### config.mk
export PLATFORM = sky130hd
export DESIGN_NAME = drsr_refresh_ctl
export DESIGN_NICKNAME = d
export VERILOG_FILES = /design/src/drsr_sync3.v /design/src/drsr_refresh_ctl.v
export VERILOG_INCLUDE_DIRS = /design/src /design/src/src
export SDC_FILE = /design/constraint.sdc
export NUM_CORES = 1
export LEC_CHECK = 0
export ABC_AREA = 1
export BUFFER_PORTS_ARGS = -buffer_cell sky130_fd_sc_hd__buf_2
export CAP_MARGIN = 20
export CORE_AREA = 2 2 88 90
export CTS_CLUSTER_SIZE = 40
export DETAILED_ROUTE_END_ITERATION = 12
export DIE_AREA = 0 0 90 92
export GPL_ROUTABILITY_DRIVEN = 0
export PLACE_DENSITY = 0.87
export RECOVER_POWER = 50
export SLEW_MARGIN = 40
export SYNTH_ARGS = -nofsm -noshare
export SYNTH_HDL_FRONTEND = slang
export SYNTH_HIERARCHICAL = 1
export SYNTH_SLANG_ARGS = --single-unit
### constraint.sdc
create_clock -name sys_clk -period 2.3 [get_ports sys_clk]
set_clock_uncertainty 0.15 [all_clocks]
set_input_delay 0.46 -clock sys_clk [delete_from_list [all_inputs] [get_ports sys_clk]]
set_output_delay 0.46 -clock sys_clk [all_outputs]
set_load 0.01 [all_outputs]
### src/drsr_map.vh
`ifndef DRSR_MAP_VH
`define DRSR_MAP_VH
// ==========================================
// Mode register addresses
`define DRSR_ADDR_BANK_MASK        8'h10
`define DRSR_ADDR_SEG_MASK         8'h11
`define DRSR_MASK_RESET            8'h00
// ==========================================
// Command encodings (cs_n low, ca[3:0], or ca[2:0] for self refresh, at rising link edge)
`define DRSR_CA_SELF_REFRESH       3'h4
`define DRSR_CA_REFRESH_ALL_BANK   4'hC
`define DRSR_CA_REFRESH_PER_BANK   4'h4
`define DRSR_CA_MRW                4'h0
`define DRSR_BANKS                 4
// ==========================================
// Timing, 200 MHz system clock
`define DRSR_CLK_PERIOD_PS         5000
`define DRSR_MIN_SR_RESIDENCY_NS   15
`define DRSR_MIN_SR_RESIDENCY_CYC  ((`DRSR_MIN_SR_RESIDENCY_NS * 1000 + `DRSR_CLK_PERIOD_PS - 1) / `DRSR_CLK_PERIOD_PS)
`define DRSR_SR_REFRESH_CYC        (`DRSR_MIN_SR_RESIDENCY_CYC - 1)
`endif

### src/drsr_sync3.v
`default_nettype none
// ==========================================
// Three-stage pin synchroniser; change taken when stages two and three agree
module drsr_sync3 #(
	parameter W = 1
) (
	input  wire         sys_clk,
	input  wire         arst_n,
	input  wire [W-1:0] pin_in,
	output reg  [W-1:0] sync_out
);
	reg [W-1:0] stage1;
	reg [W-1:0] stage2;
	reg [W-1:0] stage3;
	always @(posedge sys_clk or negedge arst_n) begin
		if (!arst_n) begin
			stage1   <= {W{1'b0}};
			stage2   <= {W{1'b0}};
			stage3   <= {W{1'b0}};
			sync_out <= {W{1'b0}};
		end else begin
			stage1 <= pin_in;
			stage2 <= stage1;
			stage3 <= stage2;
			if (stage2 == stage3)
				sync_out <= stage3;
		end
	end
endmodule // drsr_sync3
`default_nettype wire

### src/drsr_refresh_ctl.v
// Rules of the document; this block implements only those tagged in the code below
// Controller refreshes minimum count per window
// Eight per-bank refreshes replace one all-bank
// At most eight all-bank refreshes per burst window
// Self-refresh time reduces required refresh count
// Other banks stay usable during per-bank refresh
// Per-bank counter starts at bank zero
// All-bank refresh clears per-bank counter
// Self-refresh entry: cke low, cs low, ca=100
// Cke high before entry, nop after
// Cke held low to stay in self refresh
// In self refresh only cke is heard
// Internal all-bank refresh within residency time
// Controller respects minimum self-refresh residency
// Clock may stop; two stable cycles before exit (exit here follows cke alone, link clock not checked)
// Nops during exit delay, cke held high
// One refresh after exit before next entry
// All banks idle before self-refresh entry
// Eight-bit bank mask written by mode write
// Masked bank not refreshed in self refresh
// Segment mask unused below 1Gb
// Region refreshed only when both bits clear
// Only bank mask bits 0 to 3 used
`default_nettype none
`include "drsr_map.vh"
module drsr_refresh_ctl (
	input  wire       sys_clk,
	input  wire       arst_n,
	input  wire       link_ck,
	input  wire       cke,
	input  wire       cs_n,
	input  wire [9:0] ca,
	output reg        in_self_refresh,
	output reg        sr_refresh_pulse,
	output reg  [3:0] sr_refresh_banks,
	output reg        all_bank_refresh_pulse,
	output reg        per_bank_refresh_pulse,
	output reg  [1:0] per_bank_target,
	output reg  [3:0] bank_busy,
	output reg  [7:0] bank_refresh_mask,
	output reg  [7:0] segment_refresh_mask
);
	// ==========================================
	// Pin sampling
	wire [12:0] pins_s;
	drsr_sync3 #(.W(13)) u_sync (
		.sys_clk  (sys_clk),
		.arst_n   (arst_n),
		.pin_in   ({link_ck, cke, cs_n, ca}),
		.sync_out (pins_s)
	);
	wire       ck_s   = pins_s[12];
	wire       cke_s  = pins_s[11];
	wire       cs_n_s = pins_s[10];
	wire [9:0] ca_s   = pins_s[9:0];
	reg        ck_d;
	reg        cke_d;
	reg        mrw_half;
	reg  [7:0] mrw_addr;
	wire [7:0] mrw_full;
	reg  [7:0] resid_cnt;
	reg  [7:0] busy_cnt;
	// Full-width copy so the 8-bit counters take a deliberate slice
	wire [31:0] sr_ref_cyc = `DRSR_SR_REFRESH_CYC;
	wire       ck_rise = ck_s & ~ck_d;
	wire       cmd     = ck_rise & ~cs_n_s & cke_s;
	// Cke as seen at the previous link rise, not the previous system cycle
	wire       enter   = ck_rise & ~cs_n_s & cke_d & ~cke_s
	                   & (ca_s[2:0] == `DRSR_CA_SELF_REFRESH);
	// Low address bits arrive on the falling half
	assign mrw_full = {mrw_addr[7:2], ca_s[1:0]};
	// Bank decode used by busy logic
	function [3:0] drsr_onehot;
		input [1:0] b;
		begin
			drsr_onehot = 4'h1 << b;
		end
	endfunction
	// ==========================================
	// Command decode
	always @(posedge sys_clk or negedge arst_n) begin
		if (!arst_n) begin
			ck_d                   <= 1'b0;
			cke_d                  <= 1'b0;
			in_self_refresh        <= 1'b0;
			sr_refresh_pulse       <= 1'b0;
			sr_refresh_banks       <= 4'h0;
			all_bank_refresh_pulse <= 1'b0;
			per_bank_refresh_pulse <= 1'b0;
			per_bank_target        <= 2'h0;
			bank_busy              <= 4'h0;
			bank_refresh_mask      <= `DRSR_MASK_RESET;
			segment_refresh_mask   <= `DRSR_MASK_RESET;
			mrw_half               <= 1'b0;
			mrw_addr               <= 8'h00;
			resid_cnt              <= 8'h00;
			busy_cnt               <= 8'h00;
		end else begin
			ck_d                   <= ck_s;
			if (ck_rise)
				cke_d <= cke_s;
			sr_refresh_pulse       <= 1'b0;
			all_bank_refresh_pulse <= 1'b0;
			per_bank_refresh_pulse <= 1'b0;
			if (busy_cnt != 8'h00)
				busy_cnt <= busy_cnt - 8'h01;
			else
				bank_busy <= 4'h0;
			if (in_self_refresh) begin
				// Only cke heard; clock may be stopped, residency timed locally
				if (resid_cnt != 8'hFF)
					resid_cnt <= resid_cnt + 8'h01;
				if (resid_cnt == sr_ref_cyc[7:0]) begin
					sr_refresh_pulse <= 1'b1;
					// Masked banks left unrefreshed; segments n/a at 512Mb
					sr_refresh_banks <= ~bank_refresh_mask[3:0];
				end
				if (cke_s)
					in_self_refresh <= 1'b0;
			end else if (enter) begin
				in_self_refresh <= 1'b1;
				resid_cnt       <= 8'h00;
				mrw_half        <= 1'b0;
			end else if (mrw_half && ck_s && !ck_d) begin
				mrw_half <= 1'b0;
			end else if (mrw_half && !ck_s && ck_d) begin
				// Falling half carries data on ca[9:2]
				mrw_half <= 1'b0;
				if (mrw_full == `DRSR_ADDR_BANK_MASK)
					bank_refresh_mask <= ca_s[9:2];
				else if (mrw_full == `DRSR_ADDR_SEG_MASK)
					segment_refresh_mask <= ca_s[9:2];
			end else if (cmd) begin
				if (ca_s[3:0] == `DRSR_CA_REFRESH_ALL_BANK) begin
					all_bank_refresh_pulse <= 1'b1;
					per_bank_target        <= 2'h0;
				end else if (ca_s[3:0] == `DRSR_CA_REFRESH_PER_BANK) begin
					per_bank_refresh_pulse <= 1'b1;
					// Only the target bank goes busy
					bank_busy       <= drsr_onehot(per_bank_target);
					busy_cnt        <= sr_ref_cyc[7:0];
					per_bank_target <= per_bank_target + 2'h1;
				end else if (ca_s[3:0] == `DRSR_CA_MRW) begin
					mrw_half <= 1'b1;
					mrw_addr <= {ca_s[9:4], 2'b00};
				end
			end
		end
	end
endmodule // drsr_refresh_ctl
`default_nettype wire

==> results.py <==
metrics = {
    "critical_path": {
        "critical_path_class": "flop to flop",
        "cp.arrival_ns": 1.89,
        "worstSetupStartpointType": "flop",
        "timing.critical_path.fanout_max": 12,
        "crit_required_ns": 2.41,
        "endpoint_kind_of_the_worst_setup_timing_path": "flop",
    },
    "grt": {
        "vias_in_the_first_global_route": 3209,
        "grt_start_max_net_pins": 40,
        "global_route.usage.total_pct": 21.0,
        "antenna_found_initial": 0,
        "global_route.peak_usage_layer": "met2",
        "globalRouteMet1Util_pct": 27.0,
        "routing_usage_on_met2_pct": 35.3,
        "grt_first_pass_wirelength_um": 14100,
        "globalRouteMet3Util_pct": 2.96,
        "grt_overflow": 0,
    },
    "logic_synthesis": {
        "synthMuxAreaShare_pct": 0,
        "post_synthesis_sequential_area_ratio_pct": 59.1,
        "syn_area_sq_um": 4530,
        "synth_xor_xnor_area_share_pct": 1.74,
        "synth_top_family_by_area": "simple AND/OR/NAND/NOR gates",
        "synth_cells": 473,
        "synth_adder_area_share_pct": 2.21,
        "syn_nets": 496,
        "synth_cell_types": 28,
        "synth_compound_area_share_pct": 5.80,
        "yosys_register_bits": 107,
        "synth.avg_cell_area_sq_um": 9.58,
        "synth.yosys.warnings": 6,
        "synth_simple_gate_area_share_pct": 23.5,
    },
    "drt": {
        "post_drt_wl_per_cell_um": 12.8,
        "drtPass1Iterations": 4,
        "drt_first_iter_violations": 204,
        "drt.antenna.violating_nets": 0,
        "route.vias.total": 3218,
        "drt_wl_total_um": 8070,
        "drc_errors": 0,
        "vias_per_cell": 5.10,
    },
    "clock_tree": {
        "clock-root-buffer": "sky130_fd_sc_hd__clkbuf_8",
        "clk_path_buf_depth": 2,
        "cts.sinks": 107,
        "clkLatencyLatePin_ns": 0.36,
        "htree_num_levels": 3,
        "cts.reportedPaths.clkPinSlew_ns": 0.09,
        "tritoncts_clock_tree": "done",
        "number_of_buffers_inserted_during_clock_tree_synthesis": 9,
        "cts.repair_timing.setup_buffer_count": 0,
    },
    "sta": {
        "tightest_slew_ns": 0.960,
        "timing.hold.ws_ns": 0.0437,
        "maxSlewViolCount": 0,
        "rsz0062_at_grt": "false",
        "final.min_clock_period_ns": 1.79,
        "fin_tns_setup_ns": 0,
        "finalCritPeriodShare_pct": 77.6,
        "slew-limit-headroom_pct": 36.0,
        "max_freq_mhz": 560,
        "final_hold_viol_count": 0,
        "setup-violations-final": 0,
    },
    "floorplan": {
        "floorplan.die.width_um": 90,
        "placementRows": 32,
        "initial_utilization_pct": 60.8,
        "die_span_y_um": 92,
        "ios": 45,
        "fp.coreArea_sq_um": 7450,
        "die_area_sq_um": 8280,
    },
    "pwr": {
        "p_leak_nw": 2.63,
        "ir_worst_vdd_v": 0.000443,
        "power.density_nw_per_um2": 715,
    },
    "finish": {
        "final_common_cell": "sky130_fd_sc_hd__nand2_1",
        "final_nets": 547,
        "antenna_diode_count": 0,
        "drive_above_1_share_pct": 18.5,
        "layout.core_utilization_pct": 67.7,
        "final_cell_mix": "sky130_fd_sc_hd__nand2_1 (121), sky130_fd_sc_hd__dfrtp_1 (107), sky130_fd_sc_hd__inv_1 (66), sky130_fd_sc_hd__buf_2 (43), sky130_fd_sc_hd__nand3_1 (41)",
        "area_delta_synth_final_pct": 11.4,
    },
    "place": {
        "place.detailed.hpwl_um": 5680,
        "io_buffers": 44,
    },
    "min_path": {
        "worst_min_delay_path_class": "input port to flop",
    },
    "outcome": {
        "status": "complete, no violations",
    },
    "job": {
        "cap_violations": 0,
    },
}
final timing paths:
check | startpoint | to | slack [ns] | depth (start not counted)
setup / recovery | in_self_refresh | mrw_addr[6] | 0.51 | 6
hold / removal | ca[5] | u_sync/stage1[5] | 0.04 | 1
setup reg to reg | in_self_refresh | mrw_addr[6] | 0.51 | 6
hold reg to reg | u_sync/stage1[4] | u_sync/stage2[4] | 0.20 | 0
max in group asynchronous | arst_n | u_sync/sync_out[12] | 0.67 | 3
min in group asynchronous | arst_n | u_sync/stage1[10] | 0.63 | 2
logic make-up after synthesis:
| family | count (synthesis) |
|---|---|
| AOI/OAI and AO/OA | 43 |
| xor gates and xnor gates | 9 |
| adders and majority gates | 8 |
| buffers and inverters | 77 |
| DFF | 107 |
| and+or+nand+nor | 229 |
cells in the mapped netlist:
cell type,number,area share [%]
sky130_fd_sc_hd__o211ai_1,1,0.17
sky130_fd_sc_hd__nand3_2,5,1.1
sky130_fd_sc_hd__o21ai_2,12,2.3
sky130_fd_sc_hd__nand4_1,6,0.83
sky130_fd_sc_hd__nand2_1,121,10
sky130_fd_sc_hd__buf_6,5,1.2
sky130_fd_sc_hd__inv_2,3,0.25
sky130_fd_sc_hd__inv_1,66,5.5
sky130_fd_sc_hd__nor2_2,4,0.55
sky130_fd_sc_hd__nand3_1,41,4.5
sky130_fd_sc_hd__xnor2_1,4,0.77
sky130_fd_sc_hd__nand2_2,3,0.41
sky130_fd_sc_hd__clkinv_2,1,0.11
sky130_fd_sc_hd__o21ai_1,6,0.66
sky130_fd_sc_hd__nand2_4,2,0.50
sky130_fd_sc_hd__ha_1,8,2.2
sky130_fd_sc_hd__xor2_1,5,0.97
sky130_fd_sc_hd__a21oi_1,1,0.11
sky130_fd_sc_hd__nand3b_1,1,0.17
sky130_fd_sc_hd__o21ai_0,23,2.5
sky130_fd_sc_hd__buf_2,1,0.11
sky130_fd_sc_hd__dfrtp_1,107,59
sky130_fd_sc_hd__nor3_1,3,0.33
sky130_fd_sc_hd__nor2_4,5,1.2
sky130_fd_sc_hd__buf_12,1,0.44
sky130_fd_sc_hd__nor2_1,35,2.9
sky130_fd_sc_hd__nand4_4,1,0.47
sky130_fd_sc_hd__nor3_2,2,0.44
state kept, by name (all words and copies together) (netlist names), 2 cells and up:
| name | cells |
|---|---|
| bank_busy | 4 |
| bank_refresh_mask | 8 |
| busy_cnt | 8 |
| mrw_addr | 6 |
| per_bank_target | 2 |
| resid_cnt | 8 |
| segment_refresh_mask | 8 |
| sr_refresh_banks | 4 |
| u_sync/stage1 | 13 |
| u_sync/stage2 | 13 |
| u_sync/stage3 | 13 |
| u_sync/sync_out | 13 |
through the flow:
step | setup WS (ns) | power (mW) | cells | area, sq um
2_1_floorplan | 0.774 | 2.39 | 473 | 4530
3_3_place_gp | 0.658 | 2.48 | 614 | 4840
3_5_place_dp | 0.586 | 2.52 | 614 | 4840
4_1_cts | 0.528 | 3.63 | 631 | 5050
5_1_grt | 0.403 | 3.80 | 631 | 5040
6_report | 0.514 | 3.60 | 631 | 5040
critical path, stage by stage, from the launching register on:
cell and delay, ns:
sky130_fd_sc_hd__dfrtp_1 0.52, sky130_fd_sc_hd__clkinv_2 0.14, sky130_fd_sc_hd__nand3_2 0.10, sky130_fd_sc_hd__nor3_2 0.22, sky130_fd_sc_hd__nand3_2 0.29, sky130_fd_sc_hd__nand2_1 0.19
sky130_fd_sc_hd__o21ai_2 0.07
metal layers:
layer  routed length [um]  vias up
li1                     -     1583
met1                 3570     1542
met2                 4030       81
met3                  320       12
met4                  140        0
met5                    0        -
report_power, final:
group,internal [mW],switching [mW]
Combinational,0.166,0.247
Sequential,1.99,0.0732
Clock,0.518,0.607
what timing repair did:
action                                  in CTS  in global routing
resized for setup                            0                  0
hold buffers                                 1                  0
endpoints found under the hold margin       37                  0
endpoints found under the setup margin       0                  0
layout make-up:
class | instances | area [sq um]
clock buffer | 14 | 183
clock inverter | 2 | 17.5
fill | 549 | 2400
inverter | 70 | 264
multi-input combinational | 289 | 1500
sequential | 107 | 2680
tap | 102 | 128
timing repair buffer | 47 | 270
Power figures use the tool's default switching activity.
